===== src/io_dom_consts.svh =====
`ifndef IO_DOM_CONSTS_SVH
`define IO_DOM_CONSTS_SVH

// Register indices; byte address is four times the index
`define STATUS_IDX      16'h04A6
`define CTRL_IDX        16'h04A7
`define FLAG_IDX        16'h04A8
`define FEAT_IDX        16'h04A9

// Control register fields
`define CTRL_RANGE_LSB  0
`define CTRL_IRQEN_LSB  8

// Feature register fields, one byte per domain
`define FEAT_DOM_W      8
`define FEAT_SYSTEM_INPUT_BUFFER_SELECT_LSB 0
`define FEAT_I3C_SIDE_INPUT_BUFFER_SELECT_LSB 3
`define FEAT_SLEW_BIT   6
`define FEAT_DELAY_BIT  7

// Reset values
`define CTRL_RST        32'h0000_0000
`define FEAT_DOM_RST    8'h09
`define READY_RST       1'b0

// Converter channel of the first domain's divided supply
`define ADC_CH_BASE     6'h3C

// Timing
`define SYNC_STAGES     2

`endif


===== src/io_dom_pkg.sv =====
package io_dom_pkg;

	typedef enum logic [2:0] {
		BUF_LV     = 3'h0,
		BUF_ST     = 3'h1,
		BUF_I2C    = 3'h2,
		BUF_SMB2   = 3'h3,
		BUF_SMB3   = 3'h4,
		BUF_I3C_FS = 3'h5,
		BUF_I3C_LV = 3'h6
	} buf_sel_t;

	typedef enum logic [1:0] {
		SRC_NONE,
		SRC_PORT,
		SRC_I2C,
		SRC_I3C
	} drv_src_t;

	typedef enum logic {
		APB_IDLE,
		APB_ACK
	} apb_state_t;

endpackage


===== src/io_domain_supply_monitor.sv =====
`timescale 1ns/1ps
`include "io_dom_consts.svh"
module io_domain_supply_monitor import io_dom_pkg::*; #(
	parameter int NUM_DOMAINS     = 2,
	parameter int PINS_PER_DOMAIN = 2
) (
	input  wire logic                                   pclk,
	input  wire logic                                   presetn,
	input  wire logic                                   psel,
	input  wire logic                                   penable,
	input  wire logic                                   pwrite,
	input  wire logic [15:0]                            paddr,
	input  wire logic [31:0]                            pwdata,
	output logic      [31:0]                            prdata,
	output logic                                        pready,
	output logic                                        pslverr,
	input  wire logic [NUM_DOMAINS-1:0]                 core_sees_dom_ok,
	input  wire logic [NUM_DOMAINS-1:0]                 dom_sees_core_ok,
	input  wire logic [NUM_DOMAINS-1:0]                 dom_por_n,
	input  wire logic [NUM_DOMAINS-1:0]                 lv_buf_up,
	input  wire logic [5:0]                             adc_chan_sel,
	output logic      [NUM_DOMAINS-1:0]                 vdiv_en,
	output logic      [NUM_DOMAINS-1:0]                 pad_reset,
	output logic      [NUM_DOMAINS-1:0]                 lv_monitor_en,
	output logic      [NUM_DOMAINS-1:0]                 domain_ready,
	output logic      [NUM_DOMAINS-1:0]                 dma_trig,
	output logic                                        irq,
	output logic      [3*NUM_DOMAINS-1:0]               system_input_buffer_select,
	output logic      [3*NUM_DOMAINS-1:0]               i3c_side_input_buffer_select,
	input  wire logic [NUM_DOMAINS*PINS_PER_DOMAIN-1:0] pad_in,
	input  wire logic [NUM_DOMAINS*PINS_PER_DOMAIN-1:0] port_out,
	input  wire logic [NUM_DOMAINS*PINS_PER_DOMAIN-1:0] port_oe,
	input  wire logic [NUM_DOMAINS*PINS_PER_DOMAIN-1:0] i2c_out,
	input  wire logic [NUM_DOMAINS*PINS_PER_DOMAIN-1:0] i2c_oe,
	input  wire logic [NUM_DOMAINS*PINS_PER_DOMAIN-1:0] i3c_out,
	input  wire logic [NUM_DOMAINS*PINS_PER_DOMAIN-1:0] i3c_oe,
	output logic      [NUM_DOMAINS*PINS_PER_DOMAIN-1:0] pad_out,
	output logic      [NUM_DOMAINS*PINS_PER_DOMAIN-1:0] pad_oe,
	output logic      [NUM_DOMAINS*PINS_PER_DOMAIN-1:0] drv_std_en,
	output logic      [NUM_DOMAINS*PINS_PER_DOMAIN-1:0] drv_i3c_en,
	output logic      [NUM_DOMAINS*PINS_PER_DOMAIN-1:0] drv_lv_en,
	output logic      [NUM_DOMAINS*PINS_PER_DOMAIN-1:0] slew_ctrl,
	output logic      [NUM_DOMAINS*PINS_PER_DOMAIN-1:0] sys_in,
	output logic      [NUM_DOMAINS*PINS_PER_DOMAIN-1:0] i3c_in
);
	localparam int N  = NUM_DOMAINS;
	localparam int P  = PINS_PER_DOMAIN;
	localparam int NP = N * P;
	localparam logic [31:0] CTRL_RST_W = `CTRL_RST;

	// Feature bytes fill one 32-bit word, so four domains at most
	if (N < 1 || N > 4 || P < 1) begin : g_bad_params
		$error("io_domain_supply_monitor: one to four domains, one pin at least");
	end

	function automatic logic reg_hit(input logic [15:0] addr, input logic [15:0] idx);
		reg_hit = (addr == {idx[13:0], 2'b00});
	endfunction

	// Control and status state
	apb_state_t       apb_q, apb_d;
	logic [31:0]      prdata_d;
	logic             pslverr_d;
	logic [N-1:0]     range_lv_q, range_lv_d;
	logic [N-1:0]     irq_en_q, irq_en_d;
	logic [N-1:0]     flag_q, flag_d;
	logic [N-1:0]     ready_q, ready_d;
	logic [N-1:0]     dma_d, vdiv_d, lvmon_d;
	logic             irq_d;
	logic [8*N-1:0]   feat_q, feat_d;
	logic [3*N-1:0]   system_input_buffer_select_d, i3c_side_input_buffer_select_d;
	logic [N-1:0]     supply_raw, supply_sync;
	logic             wr_fire, rd_fire, any_hit;

	// Cross-coupled monitors and domain reset all must agree
	assign supply_raw = core_sees_dom_ok & dom_sees_core_ok & dom_por_n;

	// Ready lines are asynchronous to pclk
	ready_sync #(
		.WIDTH  (N),
		.STAGES (`SYNC_STAGES)
	) u_sync (
		.clk   (pclk),
		.rst_n (presetn),
		.d     (supply_raw),
		.q     (supply_sync)
	);

	assign wr_fire = psel && penable && pready && pwrite;
	assign rd_fire = psel && penable && !pready;
	assign any_hit = reg_hit(paddr, `STATUS_IDX) || reg_hit(paddr, `CTRL_IDX)
		|| reg_hit(paddr, `FLAG_IDX) || reg_hit(paddr, `FEAT_IDX);

	// One wait state: read data captured in first access cycle
	always_comb begin
		apb_d = apb_q;
		prdata_d = prdata;
		pslverr_d = 1'b0;
		case (apb_q)
			APB_IDLE: begin
				if (rd_fire) begin
					apb_d = APB_ACK;
					pslverr_d = !any_hit;
					prdata_d = '0;
					if (!pwrite) begin
						if (reg_hit(paddr, `STATUS_IDX))
							prdata_d[N-1:0] = ready_q;
						else if (reg_hit(paddr, `CTRL_IDX)) begin
							prdata_d[`CTRL_RANGE_LSB +: N] = range_lv_q;
							prdata_d[`CTRL_IRQEN_LSB +: N] = irq_en_q;
						end else if (reg_hit(paddr, `FLAG_IDX))
							prdata_d[N-1:0] = flag_q;
						else if (reg_hit(paddr, `FEAT_IDX))
							prdata_d[8*N-1:0] = feat_q;
					end
				end
			end
			APB_ACK: apb_d = APB_IDLE;
			default: apb_d = APB_IDLE;
		endcase
	end

	// Register file and domain state
	always_comb begin
		range_lv_d = range_lv_q;
		irq_en_d = irq_en_q;
		feat_d = feat_q;
		flag_d = flag_q;
		if (wr_fire && reg_hit(paddr, `CTRL_IDX)) begin
			range_lv_d = pwdata[`CTRL_RANGE_LSB +: N];
			irq_en_d = pwdata[`CTRL_IRQEN_LSB +: N];
		end
		if (wr_fire && reg_hit(paddr, `FEAT_IDX))
			feat_d = pwdata[8*N-1:0];
		// Status is read-only; writes to it are dropped
		// Low range reads ready regardless of supply
		ready_d = range_lv_q | supply_sync;
		// Clear by writing one; a change in the same cycle still sets
		if (wr_fire && reg_hit(paddr, `FLAG_IDX))
			flag_d = flag_d & ~pwdata[N-1:0];
		flag_d = flag_d | (ready_d ^ ready_q);
		irq_d = |(flag_q & irq_en_q);
		dma_d = flag_q;
		lvmon_d = range_lv_q;
		for (int d = 0; d < N; d++) begin
			system_input_buffer_select_d[3*d +: 3] = feat_q[8*d + `FEAT_SYSTEM_INPUT_BUFFER_SELECT_LSB +: 3];
			i3c_side_input_buffer_select_d[3*d +: 3] = feat_q[8*d + `FEAT_I3C_SIDE_INPUT_BUFFER_SELECT_LSB +: 3];
			vdiv_d[d] = (adc_chan_sel == 6'(`ADC_CH_BASE + d));
		end
	end

	// No sleep or halt gating: domain logic runs on the free clock
	always_ff @(posedge pclk or negedge presetn) begin
		if (!presetn) begin
			apb_q <= APB_IDLE;
			prdata <= '0;
			pready <= 1'b0;
			pslverr <= 1'b0;
			range_lv_q <= CTRL_RST_W[`CTRL_RANGE_LSB +: N];
			irq_en_q <= CTRL_RST_W[`CTRL_IRQEN_LSB +: N];
			feat_q <= {N{`FEAT_DOM_RST}};
			flag_q <= '0;
			ready_q <= {N{`READY_RST}};
			irq <= 1'b0;
			dma_trig <= '0;
			vdiv_en <= '0;
			pad_reset <= '0;
			lv_monitor_en <= '0;
			domain_ready <= '0;
			system_input_buffer_select <= {N{3'(`FEAT_DOM_RST)}};
			i3c_side_input_buffer_select <= {N{3'(`FEAT_DOM_RST >> `FEAT_I3C_SIDE_INPUT_BUFFER_SELECT_LSB)}};
		end else begin
			apb_q <= apb_d;
			prdata <= prdata_d;
			pready <= (apb_d == APB_ACK);
			pslverr <= pslverr_d;
			range_lv_q <= range_lv_d;
			irq_en_q <= irq_en_d;
			feat_q <= feat_d;
			flag_q <= flag_d;
			ready_q <= ready_d;
			irq <= irq_d;
			dma_trig <= dma_d;
			vdiv_en <= vdiv_d;
			pad_reset <= lvmon_d;
			lv_monitor_en <= lvmon_d;
			domain_ready <= ready_d;
			system_input_buffer_select <= system_input_buffer_select_d;
			i3c_side_input_buffer_select <= i3c_side_input_buffer_select_d;
		end
	end

	// Each domain's pads run independently of the others
	genvar g;
	generate
		for (g = 0; g < N; g++) begin : g_dom
			pad_path #(
				.PINS (P)
			) u_pad (
				.clk        (pclk),
				.rst_n      (presetn),
				.ready      (ready_q[g]),
				.range_lv   (range_lv_q[g]),
				.slew_bit   (feat_q[8*g + `FEAT_SLEW_BIT]),
				.sda_delay  (feat_q[8*g + `FEAT_DELAY_BIT]),
				.i3c_buf    (feat_q[8*g + `FEAT_I3C_SIDE_INPUT_BUFFER_SELECT_LSB +: 3]),
				.lv_buf_up  (lv_buf_up[g]),
				.pad_in     (pad_in[g*P +: P]),
				.port_out   (port_out[g*P +: P]),
				.port_oe    (port_oe[g*P +: P]),
				.i2c_out    (i2c_out[g*P +: P]),
				.i2c_oe     (i2c_oe[g*P +: P]),
				.i3c_out    (i3c_out[g*P +: P]),
				.i3c_oe     (i3c_oe[g*P +: P]),
				.pad_out    (pad_out[g*P +: P]),
				.pad_oe     (pad_oe[g*P +: P]),
				.drv_std_en (drv_std_en[g*P +: P]),
				.drv_i3c_en (drv_i3c_en[g*P +: P]),
				.drv_lv_en  (drv_lv_en[g*P +: P]),
				.slew_ctrl  (slew_ctrl[g*P +: P]),
				.sys_in     (sys_in[g*P +: P]),
				.i3c_in     (i3c_in[g*P +: P])
			);
		end
	endgenerate

	// Helper: per-pin view of domain ready and range
	logic [NP-1:0] rdy_pins, lv_pins, lvgate_pins;
	always_comb begin
		for (int i = 0; i < NP; i++) begin
			rdy_pins[i] = ready_q[i / P];
			lv_pins[i] = range_lv_q[i / P];
			lvgate_pins[i] = (feat_q[8*(i / P) + `FEAT_I3C_SIDE_INPUT_BUFFER_SELECT_LSB +: 3] == BUF_I3C_LV) && !lv_buf_up[i / P];
		end
	end

	property p_flag_on_change;
		@(posedge pclk) disable iff (!presetn)
		1 |=> ((ready_q ^ $past(ready_q)) & ~flag_q) == '0;
	endproperty
	a_flag_on_change: assert property (p_flag_on_change) else $error("ready change without flag");

	property p_flag_needs_change;
		@(posedge pclk) disable iff (!presetn)
		1 |=> (flag_q & ~$past(flag_q) & ~(ready_q ^ $past(ready_q))) == '0;
	endproperty
	a_flag_needs_change: assert property (p_flag_needs_change) else $error("flag set with no change");

	property p_irq_follows;
		@(posedge pclk) disable iff (!presetn)
		(|(flag_q & irq_en_q)) |=> irq ##0 (irq || $fell(|flag_q)) [*1];
	endproperty
	a_irq_follows: assert property (p_irq_follows) else $error("irq missing for enabled flag");

	property p_no_irq_unenabled;
		@(posedge pclk) disable iff (!presetn)
		((flag_q & irq_en_q) == '0) |=> !irq;
	endproperty
	a_no_irq_unenabled: assert property (p_no_irq_unenabled) else $error("irq without enabled flag");

	property p_dma_ignores_enable;
		@(posedge pclk) disable iff (!presetn)
		(flag_q != '0 && irq_en_q == '0) |=> dma_trig == $past(flag_q);
	endproperty
	a_dma_ignores_enable: assert property (p_dma_ignores_enable) else $error("dma trigger lost");

	property p_lv_ready_high;
		@(posedge pclk) disable iff (!presetn)
		1 |=> ($past(range_lv_q) & ~ready_q) == '0;
	endproperty
	a_lv_ready_high: assert property (p_lv_ready_high) else $error("low range ready not high");

	property p_tristate_not_ready;
		@(posedge pclk) disable iff (!presetn)
		1 |=> (pad_oe & ~$past(rdy_pins)) == '0;
	endproperty
	a_tristate_not_ready: assert property (p_tristate_not_ready) else $error("pad driven while not ready");

	property p_slew_i2c_only;
		@(posedge pclk) disable iff (!presetn)
		1 |=> (slew_ctrl & ~$past(i2c_oe & ~i3c_oe)) == '0;
	endproperty
	a_slew_i2c_only: assert property (p_slew_i2c_only) else $error("slew active without i2c drive");

	property p_std_not_low;
		@(posedge pclk) disable iff (!presetn)
		1 |=> (drv_std_en & $past(lv_pins)) == '0;
	endproperty
	a_std_not_low: assert property (p_std_not_low) else $error("standard driver in low range");

	property p_i3c_drv_source;
		@(posedge pclk) disable iff (!presetn)
		1 |=> (drv_i3c_en & ~$past(i3c_oe)) == '0;
	endproperty
	a_i3c_drv_source: assert property (p_i3c_drv_source) else $error("i3c driver without i3c drive");

	property p_status_read;
		@(posedge pclk) disable iff (!presetn)
		(psel && penable && pready && !pwrite && reg_hit(paddr, `STATUS_IDX))
			|-> prdata[N-1:0] == $past(ready_q) && prdata[31:N] == '0;
	endproperty
	a_status_read: assert property (p_status_read) else $error("status read mismatch");

	property p_dma_follows_flag;
		@(posedge pclk) disable iff (!presetn)
		1 |=> dma_trig == $past(flag_q);
	endproperty
	a_dma_follows_flag: assert property (p_dma_follows_flag) else $error("dma trigger not a copy of flag");

	property p_pad_reset_lv;
		@(posedge pclk) disable iff (!presetn)
		1 |=> pad_reset == $past(range_lv_q);
	endproperty
	a_pad_reset_lv: assert property (p_pad_reset_lv) else $error("pad reset not following low range");

	property p_lv_drv_low_only;
		@(posedge pclk) disable iff (!presetn)
		1 |=> (drv_lv_en & ~$past(lv_pins)) == '0;
	endproperty
	a_lv_drv_low_only: assert property (p_lv_drv_low_only) else $error("low driver in standard range");

	property p_std_ready_follows;
		@(posedge pclk) disable iff (!presetn)
		1 |=> (~$past(range_lv_q) & (ready_q ^ $past(supply_sync))) == '0;
	endproperty
	a_std_ready_follows: assert property (p_std_ready_follows) else $error("standard ready not supply");

	property p_lv_buf_gate;
		@(posedge pclk) disable iff (!presetn)
		1 |=> (i3c_in & $past(lvgate_pins)) == '0;
	endproperty
	a_lv_buf_gate: assert property (p_lv_buf_gate) else $error("i3c input not held low in startup");

	property p_vdiv_sel;
		@(posedge pclk) disable iff (!presetn)
		(adc_chan_sel == `ADC_CH_BASE) |=> vdiv_en[0];
	endproperty
	a_vdiv_sel: assert property (p_vdiv_sel) else $error("divided supply tap not enabled");

	property p_sys_in_tristate;
		@(posedge pclk) disable iff (!presetn)
		1 |=> (sys_in & ~$past(rdy_pins)) == '0;
	endproperty
	a_sys_in_tristate: assert property (p_sys_in_tristate) else $error("input seen while not ready");

	c_ready_rise: cover property (@(posedge pclk) disable iff (!presetn) $rose(ready_q[0]) ##1 flag_q[0]);
	c_ready_fall_irq: cover property (@(posedge pclk) disable iff (!presetn) $fell(ready_q[0]) ##[1:4] irq);
	c_flag_clear: cover property (@(posedge pclk) disable iff (!presetn) flag_q[0] ##1 !flag_q[0]);
	c_low_range: cover property (@(posedge pclk) disable iff (!presetn) $rose(range_lv_q[1]) ##1 ready_q[1]);
	c_dma_masked: cover property (@(posedge pclk) disable iff (!presetn) dma_trig[0] && !irq_en_q[0]);
endmodule


===== src/ready_sync.sv =====
`timescale 1ns/1ps
module ready_sync #(
	parameter int WIDTH  = 2,
	parameter int STAGES = 2
) (
	input  wire logic             clk,
	input  wire logic             rst_n,
	input  wire logic [WIDTH-1:0] d,
	output logic      [WIDTH-1:0] q
);
	logic [WIDTH-1:0] stage_q [STAGES];
	logic [WIDTH-1:0] stage_d [STAGES];

	if (STAGES < 2 || WIDTH < 1) begin : g_bad_params
		$error("ready_sync: needs two stages and one bit");
	end

	// First stage feeds only the next stage
	always_comb begin
		stage_d[0] = d;
		for (int i = 1; i < STAGES; i++)
			stage_d[i] = stage_q[i-1];
	end

	always_ff @(posedge clk or negedge rst_n) begin
		if (!rst_n) begin
			for (int i = 0; i < STAGES; i++)
				stage_q[i] <= '0;
		end else begin
			for (int i = 0; i < STAGES; i++)
				stage_q[i] <= stage_d[i];
		end
	end

	assign q = stage_q[STAGES-1];
endmodule


===== src/pad_path.sv =====
`timescale 1ns/1ps
module pad_path import io_dom_pkg::*; #(
	parameter int PINS = 2
) (
	input  wire logic            clk,
	input  wire logic            rst_n,
	input  wire logic            ready,
	input  wire logic            range_lv,
	input  wire logic            slew_bit,
	input  wire logic            sda_delay,
	input  wire logic [2:0]      i3c_buf,
	input  wire logic            lv_buf_up,
	input  wire logic [PINS-1:0] pad_in,
	input  wire logic [PINS-1:0] port_out,
	input  wire logic [PINS-1:0] port_oe,
	input  wire logic [PINS-1:0] i2c_out,
	input  wire logic [PINS-1:0] i2c_oe,
	input  wire logic [PINS-1:0] i3c_out,
	input  wire logic [PINS-1:0] i3c_oe,
	output logic      [PINS-1:0] pad_out,
	output logic      [PINS-1:0] pad_oe,
	output logic      [PINS-1:0] drv_std_en,
	output logic      [PINS-1:0] drv_i3c_en,
	output logic      [PINS-1:0] drv_lv_en,
	output logic      [PINS-1:0] slew_ctrl,
	output logic      [PINS-1:0] sys_in,
	output logic      [PINS-1:0] i3c_in
);
	logic [PINS-1:0] out_d, oe_d, std_d, i3d_d, lvd_d, slew_d, sys_d, i3in_d;
	drv_src_t src;
	logic i3c_gate;

	always_comb begin
		out_d = '0;
		oe_d = '0;
		std_d = '0;
		i3d_d = '0;
		lvd_d = '0;
		slew_d = '0;
		src = SRC_NONE;
		// LV buffer output held low until its startup completes
		i3c_gate = (i3c_buf == BUF_I3C_LV) ? lv_buf_up : 1'b1;
		for (int p = 0; p < PINS; p++) begin
			// I3C wins a clash; distinct addresses are software's job
			if (i3c_oe[p])
				src = SRC_I3C;
			else if (i2c_oe[p])
				src = SRC_I2C;
			else if (port_oe[p] && !range_lv)
				src = SRC_PORT;
			else
				src = SRC_NONE;
			if (ready && src != SRC_NONE) begin
				oe_d[p] = 1'b1;
				case (src)
					SRC_I3C: out_d[p] = i3c_out[p];
					SRC_I2C: out_d[p] = i2c_out[p];
					SRC_PORT: out_d[p] = port_out[p];
					default: out_d[p] = 1'b0;
				endcase
				if (src == SRC_I3C && !sda_delay)
					i3d_d[p] = 1'b1;
				else if (range_lv)
					lvd_d[p] = 1'b1;
				else
					std_d[p] = 1'b1;
				slew_d[p] = slew_bit && src == SRC_I2C && !range_lv;
			end
		end
		sys_d = ready ? pad_in : '0;
		i3in_d = (ready && i3c_gate) ? pad_in : '0;
	end

	always_ff @(posedge clk or negedge rst_n) begin
		if (!rst_n) begin
			pad_out <= '0;
			pad_oe <= '0;
			drv_std_en <= '0;
			drv_i3c_en <= '0;
			drv_lv_en <= '0;
			slew_ctrl <= '0;
			sys_in <= '0;
			i3c_in <= '0;
		end else begin
			pad_out <= out_d;
			pad_oe <= oe_d;
			drv_std_en <= std_d;
			drv_i3c_en <= i3d_d;
			drv_lv_en <= lvd_d;
			slew_ctrl <= slew_d;
			sys_in <= sys_d;
			i3c_in <= i3in_d;
		end
	end
endmodule


===== config.mk =====
export PLATFORM = sky130hd
export DESIGN_NAME = io_domain_supply_monitor
export DESIGN_NICKNAME = d
export VERILOG_FILES = /design/src/io_dom_pkg.sv /design/src/io_domain_supply_monitor.sv /design/src/ready_sync.sv /design/src/pad_path.sv
export VERILOG_INCLUDE_DIRS = /design/src
export SDC_FILE = /design/constraint.sdc
export NUM_CORES = 1
export LEC_CHECK = 0
export BUFFER_PORTS_ARGS = -buffer_cell sky130_fd_sc_hd__buf_2
export CORE_MARGIN = 10
export CORE_UTILIZATION = 35
export CTS_CLUSTER_DIAMETER = 80
export CTS_CLUSTER_SIZE = 28
export DETAILED_ROUTE_END_ITERATION = 12
export GPL_TIMING_DRIVEN = 0
export SYNTH_ARGS = -nofsm -noshare
export SYNTH_HDL_FRONTEND = slang
export SYNTH_HIERARCHICAL = 1
export SYNTH_SLANG_ARGS = --single-unit

===== constraint.sdc =====
create_clock -name pclk -period 4.4 [get_ports pclk]
set_input_delay 1.32 -clock pclk [delete_from_list [all_inputs] [get_ports pclk]]
set_output_delay 1.32 -clock pclk [all_outputs]
set_load 0.005 [all_outputs]

======== Yosys cells after proc, flatten, opt, wreduce, memory -nomap -nowiden ========
Cells that the tools add are included.
Widths: inputs -> output; s select.
operators by class
  eq/ne operators ......................... 20
  bitwise operators ....................... 9
  mux-type cells .......................... 77
  reductions and logical operators ........ 44
operators with widths
  operator              count
  $eq 16x13->1 const B  4
  $mux 1                49
  $mux 2                17
  $mux 16               2
  $logic_and 1x1->1     29
  $mux 14               2
  $eq 2x2->1 const B    8
  $eq 6x6->1 const B    2
  $mux 6                2
  $pmux 1 s3            4
  $and 2x2->2           4
  $eq 2x1->1 const B    4
  $reduce_bool 2->1     4
  $eq 3x3->1 const B    2
  $logic_not 1->1       6
  $or 2x2->2            2
  $logic_or 1x1->1      3
  $not 2->2             1
  $pmux 1 s2            1
  $reduce_and 2->1      1
  $reduce_or 2->1       1
  $xor 2x2->2           1
  $not 1->1             1
storage, ports and cells
  bits of input ports ..................... 95
  register bits after elaboration ......... 97
  logic and storage cells ................. 182

======== Logic depth before layout (Yosys ltp) ========
  depth after elaboration ................. 9
  depth in mapped cells ................... 5

======== Hierarchy ========
Netlist, hierarchy kept.
modules (own cells, without submodules)
  module                    area each (um2)  cells each  seq. area each (um2)  times used
  io_domain_supply_monitor  2529.9           180         1536.5                1
  pad_path                  605.6            50          400.4                 2
  ready_sync                100.1            4           100.1                 1

======== Least setup slack after synthesis ========
No wires, ideal clock.
  kind .................................... input port to flip-flop
  from .................................... input port paddr[13]
  to ...................................... register feat_q[10]
  stages .................................. 5
  required time ........................... 4.275 ns
  slack ................................... 1.589 ns
  setup time .............................. 0.125 ns
  data arrival time ....................... 2.685 ns
  cells stage by stage .................... and4bb_2 -> nand2_2 -> nor4_4 -> buf_8 -> mux2_4
between the ends
  cells in the longest elaborated chain, start to end .. 2
ends and longest elaborated chain
  item                  line                             text
  from (decl)           io_domain_supply_monitor.sv:12   input wire logic [15:0] paddr,
  $eq 16x13->1          io_domain_supply_monitor.sv:57   reg_hit = (addr == {idx[13:0], 2'b00});
  $logic_and 1x1->1     io_domain_supply_monitor.sv:133  if (wr_fire && reg_hit(paddr, `FEAT_IDX))
  to (signal assigned)  io_domain_supply_monitor.sv:161  feat_q <= {N{`FEAT_DOM_RST}};
  to (signal assigned)  io_domain_supply_monitor.sv:179  feat_q <= feat_d;
  to (decl)             io_domain_supply_monitor.sv:70   logic [8*N-1:0] feat_q, feat_d;
Every way passes these cells.
A chain may end at the register's enable or synchronous reset.

======== Worst setup path after layout ========
  from .................................... input port paddr[15]
  to ...................................... register feat_q[14]
The elaborated chain is that of the path after synthesis.

==> flow_summary_export.csv <==
group,metric,value,unit
sta,tightest_slew,0.693,ns
job,drv_cap,0,
drt,totalWireLength,10.1,mm
drt,drtIter0Drc,167,
hold_path,hold_class,"register to register",
cts,ctsHoldBuffers,0,
global_route,antenna_found_initial,0,
floorplan,die_x,125,um
sta,maxSlewHeadroom,53.5,%
critical_path,required,4.65,ns
synth,synthDistinctLibCells,47,
critical_path,crit_arrival,3.09,ns
floorplan,row_count,38,
global_route,grt_first_pass_wirelength,16.2,mm
global_route,grt_max_degree,75,
global_route,grtUsageTotal,12.8,%
cts,clk_pin_slew,0.09,ns
cts,cts_buffers,9,
sta,post-route-min-period,2.85,ns
pwr,p_leak,0.00276,uW
cts,clock_latency,0.36,ns
sta,hold_viol,0,
synth,yosys.area.top_type_share,58.0,%
synth,synth_area_leaders,"dfrtp_1, dfstp_2, mux2_4",
drt,ant_nets,0,
layout,multi_input_area,0.00127,mm2
placement,numPortBuffers,150,
critical_path,end_kind,"register",
sta,max_clock_freq,351,MHz
synth,synth-edff-count,0,
global_route,grt_overflow,0,
pwr,power,1670,uW
placement,gp_congestion,0.785,
run_status,status,"completed",
critical_path,path_class,"input port to register",
drt,routedWlPerCell,16.7,um
floorplan,die_y,125,um
pwr,power.density,329,mW/mm2
sta,fin_tns_setup,0,ns
floorplan,core,0.0108,mm2
synth,ys_seq_area_share,63.5,%
cts,clockBufferDepth,2,
sta,rsz0062_at_grt,"false",
drt,num_vias,2864,
cts,cts_root_buf,"clkbuf_8",
layout,final_layout_size_suffix_gt1_share,48.3,%
synth,yosys.area.top_type,"dfrtp_1",
drt,drcViolationCount,0,
sta,skew,0.00833,ns
synth,dominantRegCellSynth,"dfrtp_1",
pwr,peakVddDrop,0.165,mV
floorplan,start_util,35.6,%
synth,async_reset_ff_share,100,%
layout,num-fill-cells,1018,
sta,finalSetupViolCount,0,
sta,drv_slew,0,
drt,firstDrtPassIters,4,
global_route,grt_pass1_vias,3086,
layout,seqCellArea,0.00244,mm2
floorplan,io_pins,184,
critical_path,critical_path.max_fanout,10,
synth,ys_ff_latch,97,
synth,syn-instance-count,284,
layout,nNetsFinal,556,
drt,drt-vias-per-instance,4.73,
synth,avgSynthCellArea,13.5,um2
cts,cts_max_level,3,
cts,clock-sinks,97,
floorplan,die-area,0.0156,mm2
sta,timing.final.crit_share,64.7,%
placement,hpwl,7.92,mm
synth,ys.warnings.count,6,
sta,holdWs,0.360,ns
cts,post_cts_buffers,0,
layout,antennaDiodeCount,0,
cts,cts_resized,0,
synth,synth_area,0.00384,mm2
layout,area.growth.synth_to_final,32.2,%
cts,cts_tree,"yes",
critical_path,startpoint_type,"input port",
## stage by stage
step / instance area [um2] / setup WS, ns / std cells / utilization [%]
after global routing: 5080 / 1.45 / 606 / 47.1
after detailed placement: 4850 / 1.13 / 590 / 45.0
after floorplan: 3900 / 1.59 / 299 / -
after CTS: 5080 / 1.52 / 606 / 47.1
final: 5080 / 1.55 / 606 / 47.1
after global placement: 4820 / 1.08 / 589 / 44.7
## logic make-up after synthesis
kind of cell    synth area share [%]
buf+inv                         4.92
simple gates                    14.4
flops                           63.5
other cells                   0.0976
xor+xnor                       0.456
mux                             7.88
compound gates                  8.83
## critical path, cell delays in order
cell and delay, ns:
buf_2 0.11, nor4_2 0.35, nand2_1 0.18, nor4_4 0.56, buf_8 0.26, mux2_4 0.31
## per-layer routing
| metal | vias up | global-route usage [%] | share of wire, % |
|---|---|---|---|
| li1 | 1334 | - | - |
| met1 | 1398 | 15.8 | 43 |
| met2 | 123 | 19.7 | 46 |
| met3 | 9 | 5.19 | 9.3 |
| met4 | 0 | 4.32 | 1.0 |
| met5 | - | 0 | 0 |
## cells in the final DEF (no fill, tap or decap), types with 6 or more instances in the layout
master / synthesis / routed
buf_2: 1 / 150
dfrtp_1: 89 / 89
nand2_1: 22 / 22
buf_4: 18 / 19
conb_1: 1 / 16
a22o_1: 13 / 13
mux2_2: 10 / 10
mux2_4: 10 / 10
a21oi_1: 9 / 9
clkbuf_8: 0 / 9
dfstp_2: 8 / 8
nor2b_1: 8 / 8
inv_1: 7 / 7
nor2_1: 6 / 6
and2_1: 6 / 6
## sequential cells by signal (all words and copies together) (netlist names), 4 cells and up
signal                        flops
feat_q                           16
g_dom.u_pad/drv_i3c_en            4
g_dom.u_pad/drv_lv_en             4
g_dom.u_pad/drv_std_en            4
g_dom.u_pad/i3c_in                4
g_dom.u_pad/pad_oe                4
g_dom.u_pad/pad_out               4
g_dom.u_pad/slew_ctrl             4
g_dom.u_pad/sys_in                4
i3c_side_input_buffer_select      6
prdata                           16
system_input_buffer_select        6
## where the power goes
part           internal, uW  leakage (uW)  switching, uW
clock                   325      0.000106            321
sequential              900       0.00129           5.05
combinational          56.7       0.00136           63.6
total                  1280       0.00276            390
## final timing paths
check	slack [ns]	cells past startpoint	endpoint	startpoint
worst min register to register	0.36	0	u_sync/q[0]	u_sync/stage_d[0]
max in group asynchronous	2.87	2	system_input_buffer_select[0]	presetn
worst max register to register	2.27	5	prdata[15]	apb_q
min in group asynchronous	0.85	1	i3c_side_input_buffer_select[2]	presetn
worst max-delay path	1.55	6	feat_q[14]	paddr[15]
worst min-delay path	0.36	0	u_sync/q[0]	u_sync/stage_d[0]
## synth_stat cells (all sizes together) (6+ instances only)
cell type  count
a21oi          9
a22o          13
and2           6
buf           20
dfrtp         89
dfstp          8
inv            7
mux2          20
nand2         24
nor2           6
nor2b          8
nor3b          6
nor4           6
## layout make-up
cell class                 count  area share (%)
clock inverter                 7            2.00
inverter                       7           0.517
buffer                        22            3.20
timing repair buffer         151            15.4
multi-input combinational    173            25.0
sequential                    97            48.0
clock buffer                   9            2.44
tap                          140            3.45
Note: power is estimated with default switching activity, not from simulation.
